File: config.mk
export PLATFORM = sky130hd
export DESIGN_NAME = cabp_core_regs
export DESIGN_NICKNAME = d
export VERILOG_FILES = /design/src/cabp_core_regs.v
export VERILOG_INCLUDE_DIRS = /design/src
export SDC_FILE = /design/constraint.sdc
export NUM_CORES = 1
export LEC_CHECK = 0
export BUFFER_PORTS_ARGS = -buffer_cell sky130_fd_sc_hd__buf_2
export CORE_MARGIN = 1
export CORE_UTILIZATION = 50
export CTS_CLUSTER_SIZE = 40
export DETAILED_ROUTE_END_ITERATION = 7
export PLACE_DENSITY = 0.86
export SYNTH_ARGS = -nofsm -noshare
export SYNTH_HDL_FRONTEND = slang
export SYNTH_SLANG_ARGS = --single-unit
File: constraint.sdc
create_clock -name i_mclk -period 4.4 [get_ports i_mclk]
set_input_delay 0.88 -clock i_mclk [delete_from_list [all_inputs] [get_ports i_mclk]]
set_output_delay 0.88 -clock i_mclk [all_outputs]
set_load 0.005 [all_outputs]
File: src/cabp_regs_map.vh
// register offsets, field positions and reset values for the core accumulator/aux/status registers
`ifndef CABP_REGS_MAP_VH
`define CABP_REGS_MAP_VH
`define CABP_ADDR_STATUS 8'hd0
`define CABP_ADDR_ACC 8'he0
`define CABP_ADDR_AUX 8'hf0
`define CABP_RST_STATUS 8'h00
`define CABP_RST_ACC 8'h00
`define CABP_RST_AUX 8'h00
`define CABP_BIT_PARITY 0
`define CABP_BIT_USER 1
`define CABP_BIT_OVF 2
`define CABP_BIT_BSL 3
`define CABP_BIT_BSH 4
`define CABP_BIT_GPF 5
`define CABP_BIT_HCY 6
`define CABP_BIT_CY 7
`define CABP_BITOP_SET 2'h1
`define CABP_BITOP_CLR 2'h2
`endif

File: src/cabp_core_regs.v
// accumulator, auxiliary multiply/divide register and status word for the cpu core
`timescale 1ns/1ps
`default_nettype none
`include "cabp_regs_map.vh"

// Function
// - 8-bit read/write accumulator at 0xe0, reset to 0x00, used by instructions.
// - each accumulator bit can be set, cleared or tested individually.
// - 8-bit read/write aux register at 0xf0, reset 0x00, multiply/divide operand.
// - each aux register bit can be set, cleared or tested individually.
// - status word at 0xd0, reset 0x00: cy,hcy,gp,bsh,bsl,ov,user,parity.
// - half-carry flag bit 6 takes low-nibble carry from arithmetic.
module cabp_core_regs
(
    input wire i_mclk,
    input wire i_sys_rst,
    input wire [7:0] i_addr,
    input wire [7:0] i_wdata,
    input wire i_wr,
    input wire i_rd,
    input wire [7:0] i_bit_addr,
    input wire [1:0] i_bit_op,
    input wire [7:0] i_alu_a,
    input wire [7:0] i_alu_b,
    input wire i_alu_cin,
    input wire i_alu_sub,
    input wire i_alu_go,
    input wire i_md_go,
    input wire [7:0] i_md_acc,
    input wire [7:0] i_md_aux,
    input wire i_md_ovf,
    output reg [7:0] o_rdata,
    output reg o_bit_rdata,
    output reg [7:0] o_acc,
    output reg [7:0] o_aux,
    output reg [7:0] o_status,
    output reg [1:0] o_bank_sel
);
    reg [7:0] acc_r;
    reg [7:0] acc_nxt;
    reg [7:0] aux_r;
    reg [7:0] aux_nxt;
    reg [7:0] status_r;
    reg [7:0] status_nxt;
    reg [7:0] rdata_nxt;
    reg bit_nxt;
    wire [4:0] lo_sum;
    wire [8:0] full_sum;
    wire [7:0] b_eff;
    wire sig_ovf;
    wire [7:0] bit_base;
    wire [2:0] bit_pos;

    // bit address: upper five bits pick the byte register, low three the bit
    assign bit_base = {i_bit_addr[7:3], 3'h0};
    assign bit_pos = i_bit_addr[2:0];

    // subtract is add of inverted operand with inverted borrow, so one adder serves both
    assign b_eff = i_alu_sub ? ~i_alu_b : i_alu_b;
    assign lo_sum = {1'b0, i_alu_a[3:0]} + {1'b0, b_eff[3:0]} + {4'h0, i_alu_cin ^ i_alu_sub};
    assign full_sum = {1'b0, i_alu_a} + {1'b0, b_eff} + {8'h00, i_alu_cin ^ i_alu_sub};
    assign sig_ovf = (i_alu_a[7] == b_eff[7]) && (full_sum[7] != i_alu_a[7]);

    // next state: byte writes first, then bit ops, then datapath updates win last
    always @*
    begin
        acc_nxt = acc_r;
        aux_nxt = aux_r;
        status_nxt = status_r;
        if (i_wr)
        begin
            if (i_addr == `CABP_ADDR_ACC)
                acc_nxt = i_wdata;
            else if (i_addr == `CABP_ADDR_AUX)
                aux_nxt = i_wdata;
            else if (i_addr == `CABP_ADDR_STATUS)
                status_nxt = i_wdata;
        end
        if (i_bit_op == `CABP_BITOP_SET || i_bit_op == `CABP_BITOP_CLR)
        begin
            if (bit_base == `CABP_ADDR_ACC)
                acc_nxt[bit_pos] = (i_bit_op == `CABP_BITOP_SET);
            else if (bit_base == `CABP_ADDR_AUX)
                aux_nxt[bit_pos] = (i_bit_op == `CABP_BITOP_SET);
            else if (bit_base == `CABP_ADDR_STATUS)
                status_nxt[bit_pos] = (i_bit_op == `CABP_BITOP_SET);
        end
        if (i_alu_go)
        begin
            acc_nxt = full_sum[7:0];
            status_nxt[`CABP_BIT_CY] = full_sum[8] ^ i_alu_sub;
            status_nxt[`CABP_BIT_HCY] = lo_sum[4] ^ i_alu_sub;
            status_nxt[`CABP_BIT_OVF] = sig_ovf;
        end
        else if (i_md_go)
        begin
            // multiply/divide results land in acc and aux; carry always clears
            acc_nxt = i_md_acc;
            aux_nxt = i_md_aux;
            status_nxt[`CABP_BIT_CY] = 1'b0;
            status_nxt[`CABP_BIT_OVF] = i_md_ovf;
        end
        // parity is not storable: always even parity of the new accumulator
        status_nxt[`CABP_BIT_PARITY] = ^acc_nxt;
    end

    // read mux; unmapped addresses return zero
    always @*
    begin
        rdata_nxt = 8'h00;
        if (i_rd)
        begin
            if (i_addr == `CABP_ADDR_ACC)
                rdata_nxt = acc_r;
            else if (i_addr == `CABP_ADDR_AUX)
                rdata_nxt = aux_r;
            else if (i_addr == `CABP_ADDR_STATUS)
                rdata_nxt = status_r;
        end
        bit_nxt = 1'b0;
        if (bit_base == `CABP_ADDR_ACC)
            bit_nxt = acc_r[bit_pos];
        else if (bit_base == `CABP_ADDR_AUX)
            bit_nxt = aux_r[bit_pos];
        else if (bit_base == `CABP_ADDR_STATUS)
            bit_nxt = status_r[bit_pos];
    end

    // state registers and registered outputs
    always @(posedge i_mclk)
    begin
        if (i_sys_rst)
        begin
            acc_r <= `CABP_RST_ACC;
            aux_r <= `CABP_RST_AUX;
            status_r <= `CABP_RST_STATUS;
            o_rdata <= 8'h00;
            o_bit_rdata <= 1'b0;
            o_acc <= `CABP_RST_ACC;
            o_aux <= `CABP_RST_AUX;
            o_status <= `CABP_RST_STATUS;
            o_bank_sel <= 2'h0;
        end
        else
        begin
            acc_r <= acc_nxt;
            aux_r <= aux_nxt;
            status_r <= status_nxt;
            o_rdata <= rdata_nxt;
            o_bit_rdata <= bit_nxt;
            o_acc <= acc_nxt;
            o_aux <= aux_nxt;
            o_status <= status_nxt;
            o_bank_sel <= {status_nxt[`CABP_BIT_BSH], status_nxt[`CABP_BIT_BSL]};
        end
    end
endmodule // cabp_core_regs
`default_nettype wire

After elaboration in Yosys (flattened, before gate mapping)
Cells that the tools add are included.
- bits of input ports: 67
- flip-flop bits (word level): 35
- output and inout bits: 35
- equal/unequal tests: 10
- mux-type cells: 45
- reductions and logical operators: 5
- bitwise operators: 5
- order comparisons: 2
- $add $sub $neg: 4
- operator list (cell ; number):
    2-to-1 mux 8 bit ; 26
    bitwise mux 8 bit ; 3
    equality test 8 bit, second input constant ; 3
    equality test 5 bit, second input constant ; 3
    2-to-1 mux 1 bit ; 12
    adder 8 x 8 -> 9 bit ; 1
    adder 9 x 1 -> 9 bit ; 1
    binary-select mux 1 bit (select 3 bit) ; 3
    inverter 8 bit ; 1
    XOR reduction 8 bit ; 1
    adder 4 x 4 -> 5 bit ; 1
    adder 5 x 1 -> 5 bit ; 1
    < comparator 3 x 4 -> 1 bit, second input constant ; 1
    demux 1 bit (select 3 bit) ; 1
    greater-or-equal comparator 3 x 1 -> 1 bit, second input constant ; 1
    bitwise XOR 1 bit ; 3
    equality test 2 x 1 -> 1 bit, second input constant ; 1
    equality test 2 bit, second input constant ; 1
    logical AND 1 bit ; 2
    OR reduction 2 bit ; 1
    equality test 1 bit ; 1
    logical OR 1 bit ; 1
    inequality test 1 bit ; 1
    inverter 1 bit ; 1

Longest topological paths before layout
- depth in word-level cells: 12
- depth in mapped cells: 13
- gate-level depth less buffers: 12

Worst setup path after synthesis
No wires, ideal clock.
- kind: input -> register
- start: input port i_alu_sub
- end: register status_r[0]
- stages: 13
- path slack: 0.545 ns
- arrival time: 3.727 ns
- cell sequence: buf_1 -> xor2_1 -> fa_1 -> fa_1 -> a21o_1 -> a21oi_1 -> xnor2_1 -> a221oi_2 -> xor2_1 -> xnor2_1 -> xnor2_1 -> xnor2_1 -> nor2_1
- word-level cells in the longest chain between the ends: 5
- ends and longest elaborated chain (what ; line ; RTL):
    start, declared ; cabp_core_regs.v:26 ; input wire i_alu_sub,
    2-to-1 mux 8 bit ; cabp_core_regs.v:59 ; assign b_eff = i_alu_sub ? ~i_alu_b : i_alu_b;
    adder 8 x 8 -> 9 bit ; cabp_core_regs.v:61 ; assign full_sum = {1'b0, i_alu_a} + {1'b0, b_eff} + {8'h00, i_alu_cin ^ i_alu_sub};
    adder 9 x 1 -> 9 bit * ; cabp_core_regs.v:61 ;
    2-to-1 mux 8 bit * ; cabp_core_regs.v:88 ; if (i_alu_go)
    XOR reduction 8 bit * ; cabp_core_regs.v:104 ; status_nxt[`CABP_BIT_PARITY] = ^acc_nxt;
    end signal, assigned ; cabp_core_regs.v:136 ; status_r <= `CABP_RST_STATUS;
    end signal, assigned ; cabp_core_regs.v:148 ; status_r <= status_nxt;
    end, declared ; cabp_core_regs.v:43 ; reg [7:0] status_r;
Mark *: on every way between the ends. The rest lies on a longest branch, timed or not.
A chain may end at the register's enable or synchronous reset.

Worst setup path in the final report
Same ends and word-level chain as after synthesis.

==> out/metrics.csv <==
stage,metric,value,unit
floorplanning,die_area,5650,um2
placement,dp_slack,0.495,ns
hold_path,whs_path_depth,2,
sta,worstMarginPinSlew,0.587,ns
cts,cts_sinks,33,
cts,cts_root_buffer,clkbuf_8,
sta,max_freq,276,MHz
synth,synth_ff_type,dfxtp_1,
setup_path,worst-path-buf-inv,1,
grt,grt_pass1_wl,12.9,mm
setup_path,max_stage_delay,0.45,ns
setup_path,crit_path_frequent_cell,xnor2_1,
setup_path,required,4.56,ns
floorplanning,ioPinCount,102,
setup_path,worstPathArrival,3.78,ns
pwr,max-vdd-ir-drop,159,uV
synth,syn_avg_cell_area,8.31,um2
hold_path,hp-class,reg -> reg,
synth,postSynthCellCount,322,
sta,fin_skew,0.00648,ns
cts,cts_setup_buffers,0,
grt,grt_max_degree,27,
cts,post_cts_resize_count,0,
sta,finalCritPeriodShare,82.3,%
sta,setup_ws,0.780,ns
sta,slew_violations,0,
setup_path,criticalPathCategory,in -> reg,
synth,syn-num-nets,399,
synth,post_synth_num_cell_types,49,
synth,yosysMostFrequentCell,nor2_1,
synth,ys_warn_count,0,
grt,gr-total-overflow,0,
drt,routed_via_density,6.27,
setup_path,rr_endpoint,status_r[0],
pwr,p_leak,0.00149,uW
setup_path,worstPathMaxFanout,11,
synth,synth_area_leaders,"dfxtp_1 (25%), nor2_1 (6.7%), a21oi_1 (6.5%), mux4_2 (5.0%), xor2_1 (4.9%)",
drt,drc,0,
cts,cts_tree,done,
synth,synth_area,2680,um2
floorplanning,rows,26,
layout,fillers,482,
sta,hold_viol_final,0,
cts,numCtsBuffers,5,
cts,clock_latency,0.29,ns
synth,synthTopCellsByCount,"nor2_1 (48), a21oi_1 (35), dfxtp_1 (33), xor2_1 (15), mux2i_1 (13)",
cts,htreeDepth,2,
flow_run,drv_cap,0,
synth,ys_ff_latch,33,
setup_path,worstSetupStartpointType,primary input,
synth,ys_seq_area_share,24.7,%
grt,antenna_found_initial,0,
drt,drt-wirelength-per-cell,17.0,um
sta,rsz0062_at_grt,false,
placement,port_buffers,101,
outcome,status,"complete, no violations",
synth,synth_compound_area_share,20.7,%
layout,drive_gt1_share,32.9,%
setup_path,crit_family,XOR/XNOR gates,
grt,gr-usage-all-layers,30.4,%
pwr,powerDensity,267,nW/um2
grt,grt_pass1_vias,2713,
drt,detailedRoute.firstPassIterationCount,5,
floorplanning,core-area,5140,um2
synth,yosys.area_share.simple,23.7,%
setup_path,r2r_slack,2.63,ns
layout,syn2layout_area_growth,22.7,%
sta,setup_viol,0,
setup_path,regToRegStartpoint,acc_r[0],
synth,synth_top_cell_by_area,dfxtp_1,
setup_path,crit_chain,buf_2 > xor2_1 > fa_1 > fa_1 > a21o_1 > a21oi_1 > xnor2_1 > a221oi_2 > xor2_1 > xnor2_1 > xnor2_1 > xnor2_1 > nor2_1,
cts,cts.clk_slew.worst_paths,0.07,ns
hold_path,worstHoldStart,acc_r[6],
cts,cts.path.max_buffers,2,
floorplanning,initial_core_util,52.1,%
sta,tns,0,ns
synth,yosys.area.top_type_share,24.7,%
setup_path,cp_slowest_cell,fa_1,
synth,synth_edf_count,0,
drt,wirelength,8.23,mm
placement,dpl.hpwl,6.40,mm
drt,ant_nets,0,
sta,slew_headroom,60.5,%
synth,synthAdderAreaFrac,5.24,%
drt,drt_iter0_markers,308,
cts,postCtsHoldBufs,0,
hold_path,worstHoldEndpoint,o_rdata[6],
drt,via_count,3036,
synth,muxShareOfSynthArea,14.1,%
synth,async_flop_share,0,%
synth,synth_top_family_by_area,simple AND/OR/NAND/NOR gates,
floorplanning,die_w,75.2,um
sta,fin_crit,3.62,ns
synth,yosys.area_share.xor_xnor,7.85,%
layout,nets,490,
setup_path,cp-end-kind,register,
setup_path,rr_worst_depth,7,
floorplanning,fp.dieH,75.2,um
layout,diodes,0,
placement,gp_congestion,0.974,
==> per-stage QoR <==
| stage | hold WS [ns] | util [%] | total power, uW | instance area, um2 | instances |
|---|---|---|---|---|---|
| after global placement | 0.540 | 62.3 | 646 | 3200 | 476 |
| after global routing | 0.572 | 63.9 | 928 | 3280 | 484 |
| after floorplan | 0.503 | - | 553 | 2680 | 322 |
| final | 0.555 | 63.9 | 876 | 3280 | 484 |
| after detailed placement | 0.545 | 62.3 | 655 | 3200 | 476 |
| after CTS | 0.551 | 63.9 | 876 | 3280 | 484 |
==> layer usage <==
metal	vias up	track usage [%]	share of wire (%)
met5	-	0	0
met4	0	16.5	3.8
met3	31	6.43	11
met2	215	50.2	46
met1	1394	37.3	39
li1	1396	-	-
==> how the worst max path moves through the flow <==
stage	from	to	slack, ns	depth (start not counted)
after floorplan	i_alu_sub	status_r[0]	0.55	13
after global placement	i_alu_sub	status_r[0]	0.60	13
after detailed placement	i_alu_sub	status_r[0]	0.49	13
after CTS	i_alu_sub	status_r[0]	0.78	13
after global routing	i_alu_sub	status_r[0]	0.59	13
final	i_alu_sub	status_r[0]	0.78	13
==> report_power, final <==
group | internal [uW] | switching, uW | total [uW]
sequential | 319 | 27.4 | 346
combinational | 150 | 158 | 308
clock | 110 | 113 | 222
==> cell usage in the layout (no fill, tap or decap), drive strengths merged, types with 3 or more instances in the layout <==
master | synthesis | layout
nor3 | 10 | 10
nand4 | 3 | 3
inv | 3 | 3
xor2 | 15 | 15
nand3b | 3 | 3
a211oi | 4 | 4
a21o | 3 | 3
nor4 | 11 | 11
a31oi | 5 | 5
a21oi | 35 | 35
nor2b | 5 | 5
clkinv | 1 | 3
nor2 | 48 | 48
mux2 | 10 | 10
dfxtp | 33 | 33
a311oi | 9 | 9
xnor2 | 9 | 9
a221oi | 6 | 6
nand3 | 8 | 8
o21a | 5 | 5
nand2 | 12 | 12
mux2i | 13 | 13
and4bb | 3 | 3
mux4 | 6 | 6
o21ai | 7 | 7
buf | 8 | 103
o31ai | 3 | 3
clkbuf | 11 | 6
ha | 8 | 8
==> state kept, by name (all words and copies together) (netlist names) <==
name	flops
acc_r	8
aux_r	8
o_bank_sel	1
o_bit_rdata	1
o_rdata	8
status_r	7
==> tightest hold or removal path, cell delays in order, from the launching register on <==
cell and delay [ns]:
dfxtp_1 0.34, nor2_1 0.12, nor4_1 0.05
==> cells by family (layout without fill, tap and decap cells) <==
logic type | Yosys count | in the layout
adders and majority gates | 10 | 10
DFF | 33 | 33
AOI/OAI and AO/OA | 83 | 83
muxes | 29 | 29
xor gates and xnor gates | 24 | 24
buffers and inverters | 23 | 115
and+or+nand+nor | 120 | 120
==> final cells by class <==
| cell class | instances | area (um2) | share of cell area [%] |
|---|---|---|---|
| inverters | 4 | 15.0 | 0.457 |
| flip-flops and latches | 33 | 661 | 20.1 |
| repair buffers | 103 | 520 | 15.8 |
| well taps | 70 | 87.6 | 2.67 |
| clock buffers | 6 | 72.6 | 2.21 |
| clock inverters | 2 | 10.0 | 0.305 |
| multi-input cells | 266 | 1920 | 58.4 |
Power figures use the tool's default switching activity.
